$ cat config.mk
export PLATFORM = sky130hd
export DESIGN_NAME = dpc_port_ctrl
export DESIGN_NICKNAME = d
export VERILOG_FILES = /design/src/rtl/dpc_port_ctrl.v
export VERILOG_INCLUDE_DIRS = /design/src /design/src/rtl
export SDC_FILE = /design/constraint.sdc
export NUM_CORES = 1
export LEC_CHECK = 0
export BUFFER_PORTS_ARGS = -buffer_cell sky130_fd_sc_hd__buf_2
export CAP_MARGIN = 20
export CORE_AREA = 4 4 79 81
export DETAILED_ROUTE_END_ITERATION = 8
export DIE_AREA = 0 0 83 85
export GPL_TIMING_DRIVEN = 0
export PLACE_DENSITY = 0.85
export SLEW_MARGIN = 20
export SYNTH_ARGS = -nofsm -noshare
export SYNTH_HDL_FRONTEND = slang
export SYNTH_SLANG_ARGS = --single-unit
$ cat constraint.sdc
create_clock -name clk_sys_in -period 2.6 [get_ports clk_sys_in]
set_input_delay 0.52 -clock clk_sys_in [delete_from_list [all_inputs] [get_ports clk_sys_in]]
set_output_delay 0.52 -clock clk_sys_in [all_outputs]
set_load 0.05 [all_outputs]
$ cat src/rtl/dpc_defs.vh
// Constants for the dual-port RAM port controller
`ifndef DPC_DEFS_VH
`define DPC_DEFS_VH

// Timing figures in ns and the 125 MHz clock period
`define DPC_CLK_PERIOD_NS 8
`define DPC_T_ADDR_SETUP_NS 0
`define DPC_T_WRITE_PULSE_NS 12
`define DPC_T_DATA_SETUP_NS 10
`define DPC_T_ADDR_HOLD_NS 2
`define DPC_T_READ_ACCESS_NS 15
`define DPC_T_OUT_OFF_NS 10
`define DPC_T_SEM_GAP_NS 10
`define DPC_T_BUSY_VALID_NS 15

// Least times round up, never below one cycle
`define DPC_CYC_UP(ns) (((ns) + `DPC_CLK_PERIOD_NS - 1) / `DPC_CLK_PERIOD_NS < 1 ? 1 : \
    ((ns) + `DPC_CLK_PERIOD_NS - 1) / `DPC_CLK_PERIOD_NS)

// Controller states
`define DPC_ST_IDLE 3'h0
`define DPC_ST_SETUP 3'h1
`define DPC_ST_STROBE 3'h2
`define DPC_ST_HOLD 3'h3
`define DPC_ST_GAP 3'h4
`define DPC_ST_WAIT 3'h5

// Command codes
`define DPC_CMD_RAM_READ 2'h0
`define DPC_CMD_RAM_WRITE 2'h1
`define DPC_CMD_SEM_READ 2'h2
`define DPC_CMD_SEM_WRITE 2'h3

// Semaphore data bit and counter width
`define DPC_SEM_BIT 0
`define DPC_CNT_W 4

`endif

$ cat src/rtl/dpc_port_ctrl.v
// Port-side controller that drives one port of an asynchronous dual-port RAM
`timescale 1ns/100ps
`default_nettype none
`include "dpc_defs.vh"

module dpc_port_ctrl #(
    parameter ADDR_W = 13,
    parameter DATA_W = 9
) (
    input  wire              clk_sys_in,
    input  wire              nrst_in,
    input  wire              req_valid_in,
    input  wire [1:0]        req_cmd_in,
    input  wire [ADDR_W-1:0] req_addr_in,
    input  wire [DATA_W-1:0] req_wdata_in,
    input  wire              busy_n_in,
    input  wire [DATA_W-1:0] ram_data_in,
    output reg               req_ready_out,
    output reg               rsp_valid_out,
    output reg  [DATA_W-1:0] rsp_rdata_out,
    output reg               sem_owned_out,
    output reg  [ADDR_W-1:0] ram_addr_out,
    output reg  [DATA_W-1:0] ram_data_out,
    output reg               ram_data_oe_n_out,
    output reg               port_select_n_out,
    output reg               token_select_n_out,
    output reg               write_strobe_n_out,
    output reg               output_drive_n_out
);

    // ------------------------------------------------------------
    // Cycle counts
    // ------------------------------------------------------------
    localparam [`DPC_CNT_W-1:0] CYC_SETUP = `DPC_CYC_UP(`DPC_T_ADDR_SETUP_NS);
    localparam [`DPC_CNT_W-1:0] CYC_WRITE =
        `DPC_CYC_UP(`DPC_T_WRITE_PULSE_NS + `DPC_T_OUT_OFF_NS);
    localparam [`DPC_CNT_W-1:0] CYC_READ  =
        `DPC_CYC_UP(`DPC_T_READ_ACCESS_NS + `DPC_T_BUSY_VALID_NS);
    localparam [`DPC_CNT_W-1:0] CYC_HOLD  = `DPC_CYC_UP(`DPC_T_ADDR_HOLD_NS);
    localparam [`DPC_CNT_W-1:0] CYC_GAP   = `DPC_CYC_UP(`DPC_T_SEM_GAP_NS);

    // ------------------------------------------------------------
    // State and command codes
    // ------------------------------------------------------------
    localparam [2:0] ST_IDLE   = `DPC_ST_IDLE;
    localparam [2:0] ST_SETUP  = `DPC_ST_SETUP;
    localparam [2:0] ST_STROBE = `DPC_ST_STROBE;
    localparam [2:0] ST_HOLD   = `DPC_ST_HOLD;
    localparam [2:0] ST_GAP    = `DPC_ST_GAP;
    localparam [2:0] ST_WAIT   = `DPC_ST_WAIT;
    localparam [1:0] CMD_RAM_RD = `DPC_CMD_RAM_READ;
    localparam [1:0] CMD_RAM_WR = `DPC_CMD_RAM_WRITE;
    localparam [1:0] CMD_SEM_RD = `DPC_CMD_SEM_READ;
    localparam [1:0] CMD_SEM_WR = `DPC_CMD_SEM_WRITE;

    // ------------------------------------------------------------
    // Input synchronisers
    // ------------------------------------------------------------
    reg              busy_meta_q;
    reg              busy_sync_q;
    reg [DATA_W-1:0] rdata_meta_q;
    reg [DATA_W-1:0] rdata_sync_q;

    always @(posedge clk_sys_in or negedge nrst_in) begin
        if (!nrst_in) begin
            busy_meta_q  <= 1'b1;
            busy_sync_q  <= 1'b1;
            rdata_meta_q <= {DATA_W{1'b0}};
            rdata_sync_q <= {DATA_W{1'b0}};
        end else begin
            busy_meta_q  <= busy_n_in;
            busy_sync_q  <= busy_meta_q;
            rdata_meta_q <= ram_data_in;
            rdata_sync_q <= rdata_meta_q;
        end
    end

    // ------------------------------------------------------------
    // Access sequencer
    // ------------------------------------------------------------
    reg [2:0]            state_q;
    reg [`DPC_CNT_W-1:0] cnt_q;
    reg [1:0]            cmd_q;

    // Busy is honoured before every RAM and token write, so a write
    // never starts while the far side flags a clash
    wire cmd_write = (cmd_q == CMD_RAM_WR) || (cmd_q == CMD_SEM_WR);
    wire cmd_sem   = (cmd_q == CMD_SEM_RD) || (cmd_q == CMD_SEM_WR);
    wire cnt_done  = (cnt_q == {`DPC_CNT_W{1'b0}});

    always @(posedge clk_sys_in or negedge nrst_in) begin
        if (!nrst_in) begin
            state_q            <= `DPC_ST_IDLE;
            cnt_q              <= {`DPC_CNT_W{1'b0}};
            cmd_q              <= `DPC_CMD_RAM_READ;
            req_ready_out      <= 1'b1;
            rsp_valid_out      <= 1'b0;
            rsp_rdata_out      <= {DATA_W{1'b0}};
            sem_owned_out      <= 1'b0;
            ram_addr_out       <= {ADDR_W{1'b0}};
            ram_data_out       <= {DATA_W{1'b0}};
            ram_data_oe_n_out  <= 1'b1;
            port_select_n_out  <= 1'b1;
            token_select_n_out <= 1'b1;
            write_strobe_n_out <= 1'b1;
            output_drive_n_out <= 1'b1;
        end else begin
            rsp_valid_out <= 1'b0;
            case (state_q)
                ST_IDLE: begin
                    if (req_valid_in && req_ready_out) begin
                        // Address moves only while the strobe is high
                        req_ready_out      <= 1'b0;
                        cmd_q              <= req_cmd_in;
                        ram_addr_out       <= req_addr_in;
                        ram_data_out       <= req_wdata_in;
                        write_strobe_n_out <= 1'b1;
                        cnt_q              <= CYC_SETUP - 1'b1;
                        state_q            <= `DPC_ST_SETUP;
                    end
                end
                ST_SETUP: begin
                    if (cnt_done) begin
                        // Exactly one select per access
                        port_select_n_out  <= cmd_sem;
                        token_select_n_out <= ~cmd_sem;
                        if (cmd_write) begin
                            // Every write: wait in ST_WAIT while busy holds writes off
                            state_q <= `DPC_ST_WAIT;
                        end else begin
                            // Fresh select strobe for each read
                            output_drive_n_out <= 1'b0;
                            cnt_q              <= CYC_READ - 1'b1;
                            state_q            <= `DPC_ST_STROBE;
                        end
                    end else begin
                        cnt_q <= cnt_q - 1'b1;
                    end
                end
                ST_WAIT: begin
                    if (busy_sync_q) begin
                        // Device floats its pins, so drive data now
                        ram_data_oe_n_out  <= 1'b0;
                        write_strobe_n_out <= 1'b0;
                        cnt_q              <= CYC_WRITE - 1'b1;
                        state_q            <= `DPC_ST_STROBE;
                    end
                end
                ST_STROBE: begin
                    if (cmd_write && !busy_sync_q) begin
                        // Busy fell mid-write: restart the full pulse
                        cnt_q <= CYC_WRITE - 1'b1;
                    end else if (cnt_done) begin
                        // Write ends on strobe rise, data held past it
                        write_strobe_n_out <= 1'b1;
                        port_select_n_out  <= 1'b1;
                        token_select_n_out <= 1'b1;
                        output_drive_n_out <= 1'b1;
                        if (!cmd_write) begin
                            rsp_valid_out <= 1'b1;
                            rsp_rdata_out <= rdata_sync_q;
                        end
                        // Owner state from the token read-back, cleared by a token write of 1
                        if (cmd_q == `DPC_CMD_SEM_READ)
                            sem_owned_out <= ~rdata_sync_q[`DPC_SEM_BIT];
                        else if (cmd_q == `DPC_CMD_SEM_WRITE && ram_data_out[`DPC_SEM_BIT])
                            sem_owned_out <= 1'b0;
                        cnt_q   <= CYC_HOLD - 1'b1;
                        state_q <= `DPC_ST_HOLD;
                    end else begin
                        cnt_q <= cnt_q - 1'b1;
                    end
                end
                ST_HOLD: begin
                    if (cnt_done) begin
                        ram_data_oe_n_out <= 1'b1;
                        if (cmd_write)
                            rsp_valid_out <= 1'b1;
                        // Semaphore write-to-read gap before next strobe
                        cnt_q   <= CYC_GAP - 1'b1;
                        state_q <= `DPC_ST_GAP;
                    end else begin
                        cnt_q <= cnt_q - 1'b1;
                    end
                end
                ST_GAP: begin
                    if (cnt_done) begin
                        req_ready_out <= 1'b1;
                        state_q       <= `DPC_ST_IDLE;
                    end else begin
                        cnt_q <= cnt_q - 1'b1;
                    end
                end
                default: begin
                    state_q <= `DPC_ST_IDLE;
                end
            endcase
        end
    end

endmodule
`default_nettype wire

==> reports/summary.md, run 1 <==
CTS saw 68 sinks. The run gives 0.1632 as the overall global routing resource usage. Buffers inserted during clock tree synthesis total 9. The data required time of the critical path was 2.82 ns; the via count of the routed design was 1911.

The initial antenna violation count came out at 0. VDD sags by at most 0.9270 mV. Final hold violation count: 0. The H-tree was split into 3 levels. The ratio of cells with drive above 1 in the final layout works out to 0.4751. The die outline height works out to 85 um. For the sequential share of the synthesized area, the log shows 0.6258. The tools report the number of pins with negative max-slew slack in the final report as 0. Final clock period utilization by the worst path: 0.9180.

In the synthesized netlist the dominant register cell turns out to be dfrtp_1. The area growth from synthesis to layout came out at 24.84%. The tool flagged a number of max-cap violations equal to 0. After detailed routing, the number of remaining DRC violations is 0. The tools report the global placement routability congestion as 0.7756. In this run the top signal layer used is met4. The routed length on met1 came out at 2.214 mm. The class of the most critical hold timing path was input port to asynchronous set/reset pin.

Across the routed clock network, the largest skew measured is 0.008226 ns. The worst setup path is captured at a flip-flop. For this design, the slowest cell found on the critical path is nor3b_2. The startpoint class of the critical path is a flip-flop. The floorplan step defined a core boundary enclosing 0.005473 mm2. Setup repair after global routing left no endpoint under its margin. The combinational family with the most area after synthesis was multiplexers. The library cell with the largest summed area after synthesis is dfrtp_1.

When the netlist entered floorplanning its net count stood at 248. Subtracting the final worst setup slack from the clock period gives 2.387 ns. The run gives 0.5760 as the max-slew headroom at the worst pin. The post-cts repair resize count was 0. By area the synthesized netlist is led by dfrtp_1, mux2_2, dfstp_2. TritonCTS built the clock tree.

The overall die width is 83 um. The number of instances in the synthesized netlist is 209. The fraction of synthesized area in multiplexers works out to 0.1514. The run finished with clean final reports. The final-layout setup total negative slack was 0 ns. The total overflow left after global routing is 0. The source-to-sink clock delay at the later pin of the worst-skew pair is 0.34 ns, and the number of storage elements in the synthesis netlist is 68. Maximum cell stage delay along the critical path: 0.55 ns. The first global-routing pass estimated 9.190 mm of wire. The synthesized netlist contains 40 unique library cells. The post-placement cell count was 357. Fraction of the mapped netlist area in compound gates: 0.09469. By instance count, the leading cell after synthesis is dfrtp_1.

The wire length on met2 is 2.676 mm, and the ratio of total power to cell area is 1435 mW/mm2. Average footprint of a synthesized cell: 13.09 um2. Yosys printed 0 warnings.

The finished layout holds 373 standard cells, fillers aside. After clock tree synthesis, the clock-pin slew on the worst setup and hold paths is 0.07 ns. The number of detailed-route iterations in the first pass was 4. Walking the worst path, the cells encountered are inv_1 > ha_1 > nor3b_2 > o21ai_0 > a22o_1 > a21oi_2 > mux2_1. The number of buffer and inverter stages on the critical path was 1. At the pin with the least slew margin, the transition time is 0.6333 ns.

The die area is 0.007055 mm2, and the area share of fa/ha/maj cells after synthesis is 0.009149. After detailed routing, the number of vias per cell comes to 5.123. The number of antenna diodes in the final layout is 0.

For the number of DRC markers after the initial detailed-route iteration, the log shows 120. The total setup buffers inserted after CTS was 0; the number of global-route vias before repair was 1991. Of all nets on the critical path, the largest fanout is 10. The proportion of netlist area held by the largest area contributor is 0.5489, and the count of port buffers added during placement is 75. The tools report the netlist area before placement as 0.002735 mm2.

Maximum number of pins on one net before global-route repair: 40. The hold buffer count at cts came out at 0. The detail route stage leaves a number of antenna-violating nets equal to 0. Sorting the synthesized cells by how often they occur yields dfrtp_1, mux2_2, nand2_1. The final layout contains routed wiring with a total length of 5.451 mm. For the initial core utilization, the log shows 0.4998.

The cell sitting at the root of the clock tree is a clkbuf_8. Setup violations remaining at the end of the flow were counted as 0. Summed over all nets, the half-perimeter wirelength after detailed placement is 3.932 mm. The I/O pin count was 76. The post-synthesis share of cell area spent on and, or, nand and nor gates was 0.08692; the number of synthesized flops with an enable pin was 0. The share of synthesized registers carrying an async set or reset was 1.000. The routed design uses 513 um of met3 wire. For the worst setup path, the data arrival time is 2.60 ns. The tools report the number of placement rows as 27.

Dividing the detail-routed wire length by the instance count gives 14.61 um. The worst setup path is of the flip-flop to flip-flop kind. The maximum buffer depth of the clock tree is 2, and the final net count is 335. The static power due to leakage was 0.001636 uW; the area share of xor/xnor cells in the synthesized design was 0.006404. Derived from the worst setup path, the maximum achievable clock frequency is 419.0 MHz.

The cell class contributing the biggest share of worst-path delay was compound AO/OA/AOI/OAI gates.
-- path summary, 6_finish.rpt --
check	end	slack, ns	cells after the start	start
max	state_q[2]	0.21	7	cnt_q[0]
min reg2reg	rdata_sync_q[8]	0.35	0	rdata_meta_q[8]
max in group asynchronous	output_drive_n_out	1.92	2	nrst_in
max reg2reg	state_q[2]	0.21	7	cnt_q[0]
min in group clk_sys_in	busy_meta_q	0.27	1	busy_n_in
min	ram_addr_out[8]	0.1	1	nrst_in
-- report_power, final --
part	internal [uW]	switching (uW)
sequential	1420	185
clock	443	389
combinational	759	1700
-- per-layer routing --
layer | up-vias | GRT usage
met2 | 79 | 0.2690
met4 | 0 | 0.06241
met1 | 910 | 0.1875
met3 | 7 | 0.07379
li1 | 915 | -
met5 | - | 0
-- sequential cells by signal, summed over array words and instances (netlist names), 2 cells and up --
register,cells
rdata_meta_q,9
cnt_q,4
cmd_q,2
rdata_sync_q,9
rsp_rdata_out,9
ram_data_out,9
state_q,3
ram_addr_out,13
-- cell families after synthesis --
family / count (synthesis)
buffers and inverters: 15
and+or+nand+nor: 44
muxes: 37
adders and majority gates: 2
AOI/OAI and AO/OA: 41
xor gates and xnor gates: 2
DFF: 68
-- worst register-to-register path: stages (launching register included) --
cell	delay, ns
dfrtp_1	0.41
inv_1	0.13
ha_1	0.19
nor3b_2	0.55
o21ai_0	0.19
a22o_1	0.24
a21oi_2	0.21
mux2_1	0.35
-- through the flow --
| step | total power, uW | hold slack, ns | area, um2 | util | setup WS [ns] |
|---|---|---|---|---|---|
| after detailed placement | 4081 | 0.3355 | 3223 | 0.5889 | 0.3075 |
| after global placement | 4011 | 0.3334 | 3201 | 0.5848 | 0.3529 |
| after floorplan | 3522 | 0.2244 | 2735 | - | 0.6365 |
| after CTS | 4941 | 0.09505 | 3415 | 0.6239 | 0.2507 |
| final | 4899 | 0.09706 | 3415 | 0.6239 | 0.2131 |
| after global routing | 5185 | 0.1046 | 3415 | 0.6239 | 0.04890 |
-- cell usage in the layout (no fill, tap or decap), types with 4 or more instances in the layout --
| cell | n |
|---|---|
| buf_2 | 79 |
| dfrtp_1 | 60 |
| mux2_2 | 34 |
| nand2_1 | 15 |
| a21oi_1 | 14 |
| o21ai_0 | 10 |
| nor2_1 | 9 |
| clkbuf_8 | 9 |
| dfstp_2 | 8 |
| inv_1 | 5 |
| clkbuf_1 | 4 |
| a31oi_1 | 4 |
-- cell type report --
type	instances	area, um2
Tap cell	72	90.09
Clock buffer	10	127.6
Sequential cell	68	1712
Buffer	10	51.30
Fill cell	448	2058
Multi-Input combinational cell	126	953.4
Inverter	5	18.77
Clock inverter	6	63.81
Timing Repair Buffer	76	397.9
Note: power is estimated with default switching activity, not from simulation.
==> run 2, diff against run 1 <==
Settings changed: PLACE_DENSITY 0.85 to default, PLACE_DENSITY_LB_ADDON from default to 0.12.
==> run 2 against run 1 <==
  * Largest cell class unchanged
  * Final cell count did not move
  * Largest power group unchanged
  * Clock skew fell by 0.0029 ns
  * Combinational power barely moved
  * Clock power increased by 16%
  * Worst hold slack worse by 0.054 ns
  * Setup slack better by 0.0014 ns
  * Register-to-register slack is essentially flat
  * Die area unchanged
  * Fmax is essentially flat
  * Sequential share of layout area fell by 0.63 points
  * Clock-buffer cell count up 3
==> reports/summary.md, run 2 (synthesis results as in run 1) <==
The run finished with clean final reports. The logs give 0 (unchanged) for the number of antenna-violating nets in the routed design and 1952 (was 1991) for the number of global-route vias before repair. The logs give 0.33 ns (was 0.34 ns) for the source-to-sink clock delay at the later pin of the worst-skew pair and 5.454 mm (was 5.451 mm) for the overall routed net length.

The core area came out at 0.005473 mm2 (unchanged). Cell-by-cell trace of the critical path: inv_1 > ha_1 > nor3b_2 > o21ai_0 > a22o_1 > a21oi_2 > mux2_1 (unchanged). The clock sink count came out at 68 (unchanged).

Kind of capture point of the worst setup path: a flip-flop (unchanged). The kind of critical path is flip-flop to flip-flop (unchanged). The final clock period utilization by the worst path came out at 0.9175 (was 0.9180). The final net count came out at 335 (unchanged). The tools report the level count of the clock H-tree as 3 (unchanged). I/O pin count: 76 (unchanged). The max-slew headroom at the worst pin is 0.5234 (was 0.5760). The tools report the die area as 0.007055 mm2 (unchanged).

The ratio of total power to cell area is 1452 mW/mm2 (was 1435 mW/mm2), and the initial antenna violation count is 0 (unchanged). The peak supply drop was 0.8492 mV (was 0.9270 mV). The mean routed wirelength per cell works out to 14.62 um (was 14.61 um). The overall power is 5023 uW (was 4899 uW). Number of buffer and inverter stages on the critical path: 1 (unchanged).

Most common cell after layout, fill and taps aside: buf_2 (unchanged). The maximum buffer depth of the clock tree came out at 2 (unchanged). Count of inserted antenna diode cells: 0 (unchanged).

The hold buffer count at cts was 0 (unchanged); the post-cts repair resize count was 0 (unchanged). The slew of the pin with the lowest slew margin is 0.7119 ns (was 0.6333 ns), and the clock tree skew after final layout is 0.005303 ns (was 0.008226 ns). The multi-input logic area was 953.4 um2 (unchanged); the area growth from synthesis to layout was 26.44% (was 24.84%).

The shortest clock period the worst path allows after layout is 2.385 ns (was 2.387 ns), and the global-route congestion overflow total is 0 (unchanged). The part of the total power dissipated in sequential elements is 0.321 (was 0.329). Setup repair after global routing left no endpoint under its margin.

Cell class contributing the biggest share of worst-path delay: compound AO/OA/AOI/OAI gates (unchanged). Arrival time at the worst endpoint: 2.59 ns (was 2.60 ns). The class of the most critical hold timing path was input port to asynchronous set/reset pin (unchanged). For the post-layout worst setup margin, the log shows 0.2145 ns (was 0.2131 ns). The slowest stage cell on the critical path was nor3b_2 (unchanged).

The count of fill cells added during filler insertion was 452 (was 448). The data required time of the critical path came out at 2.80 ns (was 2.82 ns). Pre-CTS setup slack: 0.2635 ns (was 0.3075 ns). For the number of pins with negative max-slew slack in the final report, the log shows 0 (unchanged). The maximum number of pins on one net before global-route repair is 56 (was 40). Overall global routing resource usage: 0.1660 (was 0.1632).

The tools report the static power due to leakage as 0.001660 uW (was 0.001636 uW). Most frequent cells in the layout: buf_2, dfrtp_1, mux2_2, nand2_1, a21oi_1 (unchanged). Startpoint class of the critical path: a flip-flop (unchanged). The die outline height is 85 um (unchanged), and the number of flip-flops in the largest register is 13 (unchanged). The power dissipated by switching net loads was 2244 uW (was 2273 uW). The tools report the power share of the combinational group as 0.488 (was 0.502). The total of endpoints with negative setup slack in the final report was 0 (unchanged); the number of placement rows was 27 (unchanged).

For the initial core utilization, the log shows 0.4998 (unchanged). The ratio of routed vias to standard cells was 5.088 (was 5.123); the maximum cell stage delay along the critical path was 0.60 ns (was 0.55 ns). The run gives 0 ns (unchanged) as the final-layout setup total negative slack. The register bank with the most flops was ram_addr_out (unchanged). The tools report the first-pass GRT wire length as 9.287 mm (was 9.190 mm). The half-perimeter wire length after placement was 3.911 mm (was 3.932 mm); the clock transition at the register clock pins on the worst setup and hold paths after CTS was 0.07 ns (about the same). The ratio of cells with drive above 1 in the final layout was 0.4718 (was 0.4751). Switching power share of the total: 0.4467 (was 0.4640). The count of port buffers added during placement came out at 75 (unchanged).

The overall die width was 83 um (unchanged); the DRC violations left was 0 (unchanged). The root buffer selected by CTS is clkbuf_8 (unchanged). Final hold violation count: 0 (unchanged). The via count of the routed design came out at 1898 (was 1911). The TritonCTS buffer count was 9 (unchanged). TritonCTS built the clock tree. The tools report the maximum clock frequency as 419.2 MHz (was 419.0 MHz).

The total area of sequential cells is 0.001712 mm2 (unchanged). The clock network power share is 0.192 (was 0.170). The logs give 2779 uW (was 2626 uW) for the cell-internal power and 0 (unchanged) for the number of maximum-capacitance constraint violations. The number of DRC markers after the initial detailed-route iteration was 85 (was 120); the global placement routability congestion was 0.8164 (was 0.7756).

The total setup buffers inserted after CTS is 0 (unchanged), and the number of detailed-route iterations in the first pass is 5 (was 4). The maximum net fanout on the critical path came out at 10 (unchanged).
[run 2: final timing paths]
check | cells after the start | slack (ns) | endpoint | from
worst max-delay path | 7 | 0.21 | state_q[2] | cnt_q[0]
worst min-delay path | 1 | 0.04 | rdata_sync_q[3] | nrst_in
max in group asynchronous | 2 | 1.99 | busy_meta_q | nrst_in
worst max register to register | 7 | 0.21 | state_q[2] | cnt_q[0]
min in group clk_sys_in | 1 | 0.29 | busy_meta_q | busy_n_in
worst min register to register | 0 | 0.35 | rdata_sync_q[2] | rdata_meta_q[2]
[run 2: metal layers]
| layer | vias up | part of all wire | routed length [um] | global-route usage |
|---|---|---|---|---|
| li1 | 909 | - | - | - |
| met4 | 0 | 0.0088 | 48 | 0.08321 |
| met3 | 4 | 0.079 | 432 | 0.05922 |
| met5 | - | 0 | 0 | 0 |
| met2 | 64 | 0.46 | 2506 | 0.2471 |
| met1 | 921 | 0.45 | 2466 | 0.2155 |
[run 2: final cells by class]
class / count / share of cell area
flip-flops and latches: 68 / 0.4949
multi-input cells: 126 / 0.2757
repair buffers: 76 / 0.1172
clock buffers: 13 / 0.04595
well taps: 72 / 0.02605
clock inverters: 3 / 0.01990
plain buffers: 10 / 0.01483
inverters: 5 / 0.005427
[run 2: metrics by stage]
step | hold slack, ns | cells | cell area (um2) | util
6_report | 0.04269 | 373 | 3458 | 0.6319
5_1_grt | 0.03086 | 373 | 3458 | 0.6319
4_1_cts | 0.02918 | 373 | 3458 | 0.6319
3_5_place_dp | 0.3379 | 357 | 3231 | 0.5903
3_3_place_gp | 0.3324 | 356 | 3201 | 0.5848
2_1_floorplan | 0.2244 | 209 | 2735 | -
[run 2: power by group through the flow]
stage,clock (uW),sequential [uW],combinational [uW]
after floorplan,0,2560,961
after detailed placement,0,1630,2460
after CTS,993,1610,2460
after global placement,0,1610,2420
after global routing,1040,1660,2630
final,962,1610,2450
